<file path="config.mk">
export PLATFORM = sky130hd
export DESIGN_NAME = video_bridge_control_sequencer
export DESIGN_NICKNAME = d
export VERILOG_FILES = /design/src/logic/bridge_ctrl_pkg.sv /design/src/logic/clock_divider.sv /design/src/logic/video_bridge_control_sequencer.sv
export SDC_FILE = /design/constraint.sdc
export NUM_CORES = 1
export LEC_CHECK = 0
export BUFFER_PORTS_ARGS = -buffer_cell sky130_fd_sc_hd__buf_2
export CORE_AREA = 2 2 129 106
export CTS_BUF_LIST = sky130_fd_sc_hd__clkbuf_4 sky130_fd_sc_hd__clkbuf_8
export DETAILED_ROUTE_END_ITERATION = 10
export DIE_AREA = 0 0 131 108
export GPL_TIMING_DRIVEN = 0
export PLACE_DENSITY = 0.77
export SETUP_SLACK_MARGIN = 0.4
export SLEW_MARGIN = 15
export SYNTH_ARGS = -nofsm -noshare
export SYNTH_HDL_FRONTEND = slang
export SYNTH_SLANG_ARGS = --single-unit
</file>
<file path="constraint.sdc">
create_clock -name core_clk -period 1.99 [get_ports core_clk]
set_input_delay 0.398 -clock core_clk [delete_from_list [all_inputs] [get_ports core_clk]]
set_output_delay 0.398 -clock core_clk [all_outputs]
set_load 0.03 [all_outputs]
</file>
<file path="src/logic/bridge_ctrl_pkg.sv">
`default_nettype none
package bridge_ctrl_pkg;
   // register byte offsets
   localparam logic [7:0] soft_reset_addr   = 8'h09;
   localparam logic [7:0] clk_band_addr     = 8'h0a;
   localparam logic [7:0] clk_div_addr      = 8'h0b;
   localparam logic [7:0] pll_ctl_addr      = 8'h0d;
   localparam logic [7:0] lane_cfg_addr     = 8'h10;
   localparam logic [7:0] in_band_addr      = 8'h12;
   localparam logic [7:0] link_cfg_addr     = 8'h1a;
   localparam logic [7:0] line_back_addr    = 8'h34;
   localparam logic [7:0] frame_back_addr   = 8'h36;
   localparam logic [7:0] line_front_addr   = 8'h38;
   localparam logic [7:0] frame_front_addr  = 8'h3a;
   localparam logic [7:0] pattern_addr      = 8'h3c;
   localparam logic [7:0] irq_gate_addr     = 8'he0;
   localparam logic [7:0] irq_enable_addr   = 8'he1;
   localparam logic [7:0] err_status_addr   = 8'he5;
   localparam logic [7:0] status_addr       = 8'he6;
   // field positions
   localparam int pll_en_bit        = 0;
   localparam int soft_reset_bit    = 0;
   localparam int clk_src_bit       = 0;
   localparam int band_lsb          = 1;
   localparam int div_lsb           = 3;
   localparam int lane_lsb          = 3;
   localparam int second_flip_bit   = 4;
   localparam int first_flip_bit    = 5;
   localparam int link_swap_bit     = 6;
   localparam int pattern_bit       = 4;
   localparam int irq_gate_bit      = 0;
   localparam int lock_lost_bit     = 0;
   // field values
   localparam logic [2:0] band_62m5_87m5 = 3'h2;
   localparam logic [4:0] div_by_6_code  = 5'h02;
   localparam logic [1:0] lanes_four     = 2'h0;
   localparam logic [7:0] in_band_490m   = 8'h62;
   // reset values and error flag mask
   localparam logic [7:0] err_status_rst = 8'h01;
   localparam logic [7:0] zero_rst       = 8'h00;
   localparam logic [7:0] err_mask       = 8'hfd;
endpackage : bridge_ctrl_pkg
`default_nettype wire

</file>
<file path="src/logic/clock_divider.sv">
`timescale 1ns/1ps
`default_nettype none
module clock_divider #(
   parameter int width = 5
) (
   input  wire logic             core_clk,
   input  wire logic             srst,
   input  wire logic             enable,
   input  wire logic [width-1:0] factor,
   output logic                  tick
);
   logic [width-1:0] count_q;
   // tick once every factor enable pulses; factor 0 or 1 ticks on each
   // count holds between pulses, else a one-cycle enable never gets past one
   always_ff @(posedge core_clk) begin
      if (srst) begin
         count_q <= '0;
         tick    <= 1'b0;
      end else if (!enable) begin
         tick    <= 1'b0;
      end else if (count_q + width'(1) >= factor) begin
         count_q <= '0;
         tick    <= 1'b1;
      end else begin
         count_q <= count_q + width'(1);
         tick    <= 1'b0;
      end
   end
endmodule // clock_divider
`default_nettype wire

</file>
<file path="src/logic/video_bridge_control_sequencer.sv">
// What this block does
// - pin order flip of first link by bit 5, second by bit 4.
// - link exchange bit swaps the two output links.
// - interrupt pin driven only while the pin gate bit is set.
// - interrupt asserts when flag, its enable and pin gate are all set; flag bit 1 has no enable.
// - writing one to an error flag clears it, except flag bit 1.
// - reinit during streaming may leave error flags set.
// - link clock as pixel source is divided by the divisor field.
// - band code 010b means 62.5 to 87.5 MHz pixel clock.
// - source bit one takes pixel clock from the input link clock.
// - divisor code 0010b divides the link clock by six.
// - lane count code 00 enables all four data lanes.
// - input band 0x62 means 490 to 495 MHz input clock.
// - pattern enable bit runs the test pattern from timing registers.
// - gate clear leaves interrupt released; gate set drives it with the interrupt state.
// - lock-lost flag sets on every locked to unlocked change.
//
// Added by the designer: the strobed register port and the register offsets.
`timescale 1ns/1ps
`default_nettype none
module video_bridge_control_sequencer
   import bridge_ctrl_pkg::*;
#(
   parameter int div_width = 5
) (
   input  wire logic       core_clk,
   input  wire logic       srst,
   input  wire logic [7:0] reg_addr,
   input  wire logic [7:0] reg_wdata,
   input  wire logic       reg_wr,
   input  wire logic       reg_rd,
   output logic [7:0]      reg_rdata,
   input  wire logic [6:1] err_event,
   input  wire logic       pll_lock_pin,
   input  wire logic       link_clk_pin,
   output logic            irq_out,
   output logic            irq_oe_n,
   output logic            pll_enable,
   output logic            logic_reinit,
   output logic            pixel_clock_source,
   output logic            pixel_tick,
   output logic [2:0]      pixel_clock_band,
   output logic [7:0]      input_clock_band,
   output logic [1:0]      input_lane_count,
   output logic [3:0]      lanes_active,
   output logic            first_link_pin_flip,
   output logic            second_link_pin_flip,
   output logic            link_swap,
   output logic            out_a_flip,
   output logic            out_b_flip,
   output logic            pattern_gen_on,
   output logic [7:0]      line_back_blank,
   output logic [7:0]      line_front_blank,
   output logic [7:0]      frame_back_blank,
   output logic [7:0]      frame_front_blank,
   output logic            band_is_62m5_87m5,
   output logic            in_band_is_490m
);
   logic [7:0]           band_q;
   logic [7:0]           div_q;
   logic [7:0]           lane_q;
   logic [7:0]           link_q;
   logic [7:0]           pat_q;
   logic [7:0]           gate_q;
   logic [7:0]           en_q;
   logic [7:0]           err_q;
   logic [7:0]           err_d;
   logic                 pll_q;
   logic                 reinit_q;
   logic                 lock_s1_q;
   logic                 lock_s2_q;
   logic                 lock_prev_q;
   logic                 lclk_s1_q;
   logic                 lclk_s2_q;
   logic                 lclk_prev_q;
   logic                 lclk_rise;
   logic                 div_tick;
   logic                 irq_req;
   logic [7:0]           rdata_d;

   // pins come from other domains
   always_ff @(posedge core_clk) begin
      if (srst) begin
         lock_s1_q   <= 1'b0;
         lock_s2_q   <= 1'b0;
         lock_prev_q <= 1'b0;
         lclk_s1_q   <= 1'b0;
         lclk_s2_q   <= 1'b0;
         lclk_prev_q <= 1'b0;
      end else begin
         lock_s1_q   <= pll_lock_pin;
         lock_s2_q   <= lock_s1_q;
         lock_prev_q <= lock_s2_q;
         lclk_s1_q   <= link_clk_pin;
         lclk_s2_q   <= lclk_s1_q;
         lclk_prev_q <= lclk_s2_q;
      end
   end

   assign lclk_rise = lclk_s2_q & ~lclk_prev_q;

   // configuration registers
   always_ff @(posedge core_clk) begin
      if (srst) begin
         band_q   <= zero_rst;
         div_q    <= zero_rst;
         lane_q   <= zero_rst;
         link_q   <= zero_rst;
         pat_q    <= zero_rst;
         gate_q   <= zero_rst;
         en_q     <= zero_rst;
         pll_q    <= 1'b0;
         reinit_q <= 1'b0;
         input_clock_band  <= zero_rst;
         line_back_blank   <= zero_rst;
         line_front_blank  <= zero_rst;
         frame_back_blank  <= zero_rst;
         frame_front_blank <= zero_rst;
      end else if (reg_wr) begin
         unique case (reg_addr)
            soft_reset_addr:  reinit_q <= reg_wdata[soft_reset_bit];
            clk_band_addr:    band_q <= reg_wdata;
            clk_div_addr:     div_q <= reg_wdata;
            pll_ctl_addr:     pll_q <= reg_wdata[pll_en_bit];
            lane_cfg_addr:    lane_q <= reg_wdata;
            in_band_addr:     input_clock_band <= reg_wdata;
            link_cfg_addr:    link_q <= reg_wdata;
            line_back_addr:   line_back_blank <= reg_wdata;
            frame_back_addr:  frame_back_blank <= reg_wdata;
            line_front_addr:  line_front_blank <= reg_wdata;
            frame_front_addr: frame_front_blank <= reg_wdata;
            pattern_addr:     pat_q <= reg_wdata;
            irq_gate_addr:    gate_q <= reg_wdata;
            irq_enable_addr:  en_q <= reg_wdata & err_mask;
            default: begin
            end
         endcase
      end
   end

   // error flags: hardware set beats host clear
   always_comb begin
      err_d = err_q;
      if (reg_wr && reg_addr == err_status_addr) begin
         err_d = err_q & ~(reg_wdata & err_mask);
      end
      err_d[6:1] = err_d[6:1] | err_event;
      if (lock_prev_q && !lock_s2_q) begin
         err_d[lock_lost_bit] = 1'b1;
      end
   end

   always_ff @(posedge core_clk) begin
      if (srst) begin
         err_q <= err_status_rst;
      end else begin
         err_q <= err_d;
      end
   end

   assign irq_req = |(err_q & en_q);

   // pin driven high only while gated; otherwise released
   always_ff @(posedge core_clk) begin
      if (srst) begin
         irq_out  <= 1'b0;
         irq_oe_n <= 1'b1;
      end else begin
         irq_out  <= gate_q[irq_gate_bit] & irq_req;
         irq_oe_n <= ~gate_q[irq_gate_bit];
      end
   end

   // status tick from divided link clock; divider counts link edges
   clock_divider #(
      .width(div_width)
   ) u_div (
      .core_clk (core_clk),
      .srst     (srst),
      .enable   (lclk_rise),
      .factor   (div_q[div_lsb +: div_width]),
      .tick     (div_tick)
   );

   // divider code n divides by n plus 4, so 0010b gives six
   logic [div_width-1:0] div_cnt_q;
   logic [div_width-1:0] div_target;
   assign div_target = div_q[div_lsb +: div_width] + div_width'(3);

   always_ff @(posedge core_clk) begin
      if (srst) begin
         div_cnt_q  <= '0;
         pixel_tick <= 1'b0;
      end else if (!pll_q || !band_q[clk_src_bit]) begin
         div_cnt_q  <= '0;
         pixel_tick <= 1'b0;
      end else if (lclk_rise) begin
         if (div_cnt_q >= div_target) begin
            div_cnt_q  <= '0;
            pixel_tick <= 1'b1;
         end else begin
            div_cnt_q  <= div_cnt_q + div_width'(1);
            pixel_tick <= 1'b0;
         end
      end else begin
         pixel_tick <= 1'b0;
      end
   end

   // decoded configuration, all registered
   always_ff @(posedge core_clk) begin
      if (srst) begin
         pll_enable           <= 1'b0;
         logic_reinit         <= 1'b0;
         pixel_clock_source   <= 1'b0;
         pixel_clock_band     <= 3'h0;
         input_lane_count     <= 2'h0;
         lanes_active         <= 4'h0;
         first_link_pin_flip  <= 1'b0;
         second_link_pin_flip <= 1'b0;
         link_swap            <= 1'b0;
         out_a_flip           <= 1'b0;
         out_b_flip           <= 1'b0;
         pattern_gen_on       <= 1'b0;
         band_is_62m5_87m5    <= 1'b0;
         in_band_is_490m      <= 1'b0;
      end else begin
         pll_enable           <= pll_q;
         logic_reinit         <= reinit_q;
         pixel_clock_source   <= band_q[clk_src_bit];
         pixel_clock_band     <= band_q[band_lsb +: 3];
         band_is_62m5_87m5    <= band_q[band_lsb +: 3] == band_62m5_87m5;
         in_band_is_490m      <= input_clock_band == in_band_490m;
         input_lane_count     <= lane_q[lane_lsb +: 2];
         // lane code counts down from four lanes
         unique case (lane_q[lane_lsb +: 2])
            lanes_four: lanes_active <= 4'hf;
            2'h1:       lanes_active <= 4'h7;
            2'h2:       lanes_active <= 4'h3;
            2'h3:       lanes_active <= 4'h1;
         endcase
         first_link_pin_flip  <= link_q[first_flip_bit];
         second_link_pin_flip <= link_q[second_flip_bit];
         link_swap            <= link_q[link_swap_bit];
         // flip follows the link to whichever output it lands on
         out_a_flip <= link_q[link_swap_bit] ? link_q[second_flip_bit]
                                             : link_q[first_flip_bit];
         out_b_flip <= link_q[link_swap_bit] ? link_q[first_flip_bit]
                                             : link_q[second_flip_bit];
         pattern_gen_on <= pat_q[pattern_bit];
      end
   end

   // read mux; unmapped reads return zero
   always_comb begin
      rdata_d = 8'h00;
      unique case (reg_addr)
         soft_reset_addr:  rdata_d = {7'h00, reinit_q};
         clk_band_addr:    rdata_d = band_q;
         clk_div_addr:     rdata_d = div_q;
         pll_ctl_addr:     rdata_d = {7'h00, pll_q};
         lane_cfg_addr:    rdata_d = lane_q;
         in_band_addr:     rdata_d = input_clock_band;
         link_cfg_addr:    rdata_d = link_q;
         line_back_addr:   rdata_d = line_back_blank;
         frame_back_addr:  rdata_d = frame_back_blank;
         line_front_addr:  rdata_d = line_front_blank;
         frame_front_addr: rdata_d = frame_front_blank;
         pattern_addr:     rdata_d = pat_q;
         irq_gate_addr:    rdata_d = gate_q;
         irq_enable_addr:  rdata_d = en_q;
         err_status_addr:  rdata_d = err_q;
         status_addr:      rdata_d = {6'h00, div_tick, lock_s2_q};
         default:          rdata_d = 8'h00;
      endcase
   end

   always_ff @(posedge core_clk) begin
      if (srst) begin
         reg_rdata <= 8'h00;
      end else if (reg_rd) begin
         reg_rdata <= rdata_d;
      end else begin
         reg_rdata <= 8'h00;
      end
   end

   // host-side ordering (stop, restart, band setup, porch math,
   // clearing flags before restart, streaming after setup) is not
   // enforced here; the block simply reflects what was programmed.
   // lane idle state and porch values are host duties
endmodule // video_bridge_control_sequencer
`default_nettype wire
</file>
# Yosys cells after proc, flatten, opt, wreduce, memory -nomap -nowiden

Cells that the tools add are included.

Bits of input ports: 28
Logic and storage cells: 116
Output and inout port bits: 71
Bits in registers: 153

Bitwise gates (word level): 10
Add/subtract/negate cells: 3
Reduce and logical (&&, ||, !) cells: 27
Equal/unequal tests: 21
Multiplexer cells: 9
$lt $le $gt $ge: 2

Operators with widths:

| operator            | number |
|---|---|
| $pmux 8 s16         | 1 |
| $eq 8x6->1 const B  | 5 |
| $eq 8x4->1 const B  | 4 |
| $eq 8x8->1 const B  | 4 |
| $reduce_and 2->1    | 14 |
| $eq 8x5->1 const B  | 3 |
| $and 8x8->8         | 2 |
| $pmux 4 s4          | 1 |
| $add 5x1->5 const B | 2 |
| $ge 5x5->1          | 2 |
| $mux 5              | 2 |
| $eq 8x7->1 const B  | 1 |
| $not 8->8           | 1 |
| $reduce_or 2->1     | 4 |
| $reduce_or 8->1     | 1 |
| $mux 7              | 1 |
| $or 6x6->6          | 1 |
| $add 5x2->5 const B | 1 |
| $eq 2x2->1 const B  | 2 |
| $mux 1              | 4 |
| $not 1->1           | 4 |
| $eq 3x2->1 const B  | 1 |
| $logic_not 1->1     | 3 |
| $reduce_or 3->1     | 1 |
| other kinds (5)     | 7 |

# Depth between registers and ports, before layout

Depth in word-level cells: 4
Depth in mapped cells: 9
Mapped depth without buffers: 9

# Hierarchy

A second synthesis with hierarchy kept.

Cell total of the unflattened synthesis: 730
Area, all modules: 6859.1 sq um

Modules (own cells, without submodules):

| module                         | sequential area each (sq um) | area each (sq um) | times used | cells each |
|---|---|---|---|---|
| video_bridge_control_sequencer | 2942.8                       | 6389.9            | 1          | 677 |
| clock_divider                  | 120.1                        | 469.2             | 1          | 53 |

# Worst setup path before layout

OpenSTA, ideal clock, no wires.

Path type: register -> register
Start: reg u_div.count_q[0]
End: reg u_div.count_q[2]
Path buffers: 0
Setup slack: 1 ps
Clock period less this slack: 1989 ps
Data required time: 1916 ps
Library setup time: 74 ps
Arrival time: 1914 ps
Cell stages (with the launch flop): 9
Cells stage by stage: dfxtp_1 > ha_1 > nand3_1 > xnor2_1 > ha_1 > a21o_1 > a31oi_1 > nand4b_1 > a31oi_1

Longest elaborated chain between the ends: 3

RTL lines:

| element                  | line                                     | text |
|---|---|---|
| start: declaration       | clock_divider.sv:12                      | `logic [width-1:0] count_q;` |
| start signal: assignment | clock_divider.sv:25                      | `count_q <= count_q + width'(1);` |
| $add 5x1->5 (*)          | clock_divider.sv:21, clock_divider.sv:25 |  |
| $ge 5x5->1               | clock_divider.sv:21                      | `end else if (count_q + width'(1) >= factor) begin` |
| $mux 5 (*)               | clock_divider.sv:21                      |  |

Mark *: on every way between the ends. The rest lies on a longest branch, timed or not.
A chain may end at the register's enable or synchronous reset.

# Worst setup path after layout

Ends and elaborated chain as after synthesis.

==> qor.csv <==
metric,value,unit
status,"finished, final reports clean",
Synth async-reset ratio,0,
I/O pin cnt,99,
diode count,0,
Internal,4590,uW
crit-path cells,"ha_4, xor2_1, ha_1, a21oi_1, o21ai_1, a31oi_4, nand4b_1, a31oi_1",
crit path capture type,flip-flop,
TritonRoute pass-1 iters,6,
Synth top area share,0.456,
MaxCap Viol Count,0,
layout cells sized above 1,0.306,
GR Util All Layers,0.333,
VDD IR max,0.531,mV
Tcrit/Tclk final,0.936,
Sink Count,153,
fmax,0.537,GHz
routed vias,6773,
Row Count,37,
pin count of the biggest net entering global routing,17,
global-route wire length before repair,34800,um
Comb power frac,0.070,
WL/cell,21.3,um
HP Class,in -> reg,
CTS Buf Count,17,
post-synthesis sequential area ratio,0.456,
pwr dens,705,mW/mm^2
number of global-route vias before repair,5958,
clk_skew,9.48,ps
R2R Setup Slk,130,ps
max incr delay on CP,370,ps
average size of a mapped cell,8.80,um^2
Worst EP required,2390,ps
I/O Buffers,95,
most frequent cells in the layout,"dfxtp_1, buf_2, nand2_1",
Reg power frac,0.502,
max-slew violations,0,
# nets final,949,
DRC viols,0,
NetSw,1570,uW
top_reg_cell synth,dfxtp_1,
synth unique cells,60,
Die H,108,um
maximum fanout along the worst path,7,
drt via density,6.18,
antenna violations before repair,0,
clk buf depth,2,
clock latency on the worst-skew pair,470,ps
Mapped Area,0.00672,mm^2
CTS tree,done,
Final setup violation count,0,
drt total wl,23400,um
fin worst setup slack,128,ps
"Warnings, synthesis",0,
Leak Pwr,0.00351,uW
Tmin final,1860,ps
Post-DP HPWL,16100,um
Synth area leaders,"dfxtp_1, mux2i_1, a21oi_1",
Die W,131,um
CTS Root Cell,clkbuf_8,
unrepaired setup endpoints after global routing,true,
"Net Count, Synth",804,
"Worst Path Class, Setup",reg -> reg,
relative slew slack,0.421,
final number of hold-violating endpoints,0,
initial core utilization,0.528,
number of synthesized register bits,153,
Place WS,-411,ps
Post-synth EDFFs,0,
total gr overflow,0,
area delta synth->final,29.9,%
"CTS clk-pin slew, worst paths",90,ps
worst slew pin tran,869,ps
largest area contributor in the netlist,dfxtp_1,
clock group share of total power,0.428,
DRT antenna net count,0,
switching share of power,0.254,
Die Area,0.0141,mm^2
crit path launch type,flip-flop,
Starting DRT DRC Count,921,
gpl congestion,1.00,
"commonest non-fill, non-tap cell in the layout",dfxtp_1,
Syn Inst Count,763,
Worst EP arrival,2260,ps
core area,0.0127,mm^2
H-tree Lvls,4,
Hold WS,137,ps
Critical Path Slowest Stage Cell,dfxtp_4,
## final timing paths
check                                     start                             to  cells after the start
hold / removal                     err_event[3]            err_q[3]$_SDFF_PP0_                      3
hold reg to reg            lclk_s1_q$_SDFF_PP0_           lclk_s2_q$_SDFF_PP0_                      1
setup / recovery  u_div.count_q[0]$_SDFFE_PP0P_  u_div.count_q[2]$_SDFFE_PP0P_                      8
setup reg to reg  u_div.count_q[0]$_SDFFE_PP0P_  u_div.count_q[2]$_SDFFE_PP0P_                      8
## cell usage after synthesis, types with 7 or more instances
cell and n:
a21oi_1 76, a22oi_1 22, a31oi_1 11, buf_2 16
clkbuf_1 35, dfxtp_1 153, ha_1 13, inv_1 8
mux2i_1 50, nand2_1 88, nand3_1 72, nand4_1 7
nor2_1 68, nor2b_1 25, o21ai_0 8
## per-stage QoR
| stage | area, um^2 | TNS, ps | power (uW) | std cells | util |
|---|---|---|---|---|---|
| floorplan | 6900 | 0 | 3370 | 763 | - |
| global placement | 7590 | -14930 | 3530 | 1033 | 0.596 |
| detailed placement | 7590 | -13450 | 3530 | 1033 | 0.596 |
| CTS | 8440 | 0 | 6110 | 1090 | 0.663 |
| global route | 8730 | 0 | 6320 | 1096 | 0.685 |
| finish | 8730 | 0 | 6160 | 1096 | 0.685 |
## power groups by stage
stage               registers, uW  logic [uW]  clock network (uW)
global route                 3090         445                2790
floorplan                    3170         197                   0
global placement             3160         362                   0
finish                       3090         430                2640
detailed placement           3170         362                   0
CTS                          3090         389                2630
## final cells by class
cell class	instances	area [um^2]
Fill cell	1037	4010
Clock buffer	18	241
Timing Repair Buffer	126	779
Inverter	8	30.0
Sequential cell	153	3090
Clock inverter	14	196
Buffer	61	387
Multi-Input combinational cell	541	3790
Tap cell	175	219
## repair_timing
action	4_1_cts	5_1_grt
setup buffers	25	6
pin swaps	29	20
hold buffers	0	0
setup endpoints to repair	60	105
resized for setup	43	70
## state kept, by name, indices dropped and copies added, names as in the netlist, 2 cells and up
register,flops
band_q,8
div_cnt_q,5
div_q,8
en_q,7
err_q,8
frame_back_blank,8
frame_front_blank,8
gate_q,8
input_clock_band,8
input_lane_count,2
lane_q,8
lanes_active,4
line_back_blank,8
line_front_blank,8
link_q,8
pat_q,8
pixel_clock_band,3
reg_rdata,8
u_div.count_q,5
## kinds of logic (layout without fill, tap and decap cells)
group | count (synthesis) | after routing | share of synthesized area
buffers and inverters | 69 | 227 | 0.0460
muxes | 55 | 55 | 0.0829
DFF | 153 | 153 | 0.456
xor gates and xnor gates | 10 | 10 | 0.0130
AOI/OAI and AO/OA | 155 | 155 | 0.148
adders and majority gates | 13 | 13 | 0.0242
and+or+nand+nor | 308 | 308 | 0.230
## critical path: cells and delay by family, from the launching register on
family                   cells  cell delay, ps
AO/OA/AOI/OAI                4             690
XOR/XNOR                     1             140
adder cells (fa/ha/maj)      2             460
flip-flops                   1             370
AND/OR/NAND/NOR              1             140
## routing by layer
| metal | vias up | track usage | wire [um] |
|---|---|---|---|
| met2 | 485 | 0.481 | 9910 |
| met1 | 3193 | 0.470 | 9680 |
| li1 | 3009 | - | - |
| met5 | - | 0 | 0 |
| met3 | 86 | 0.0886 | 2850 |
| met4 | 0 | 0.138 | 957 |
Power figures use the tool's default switching activity.
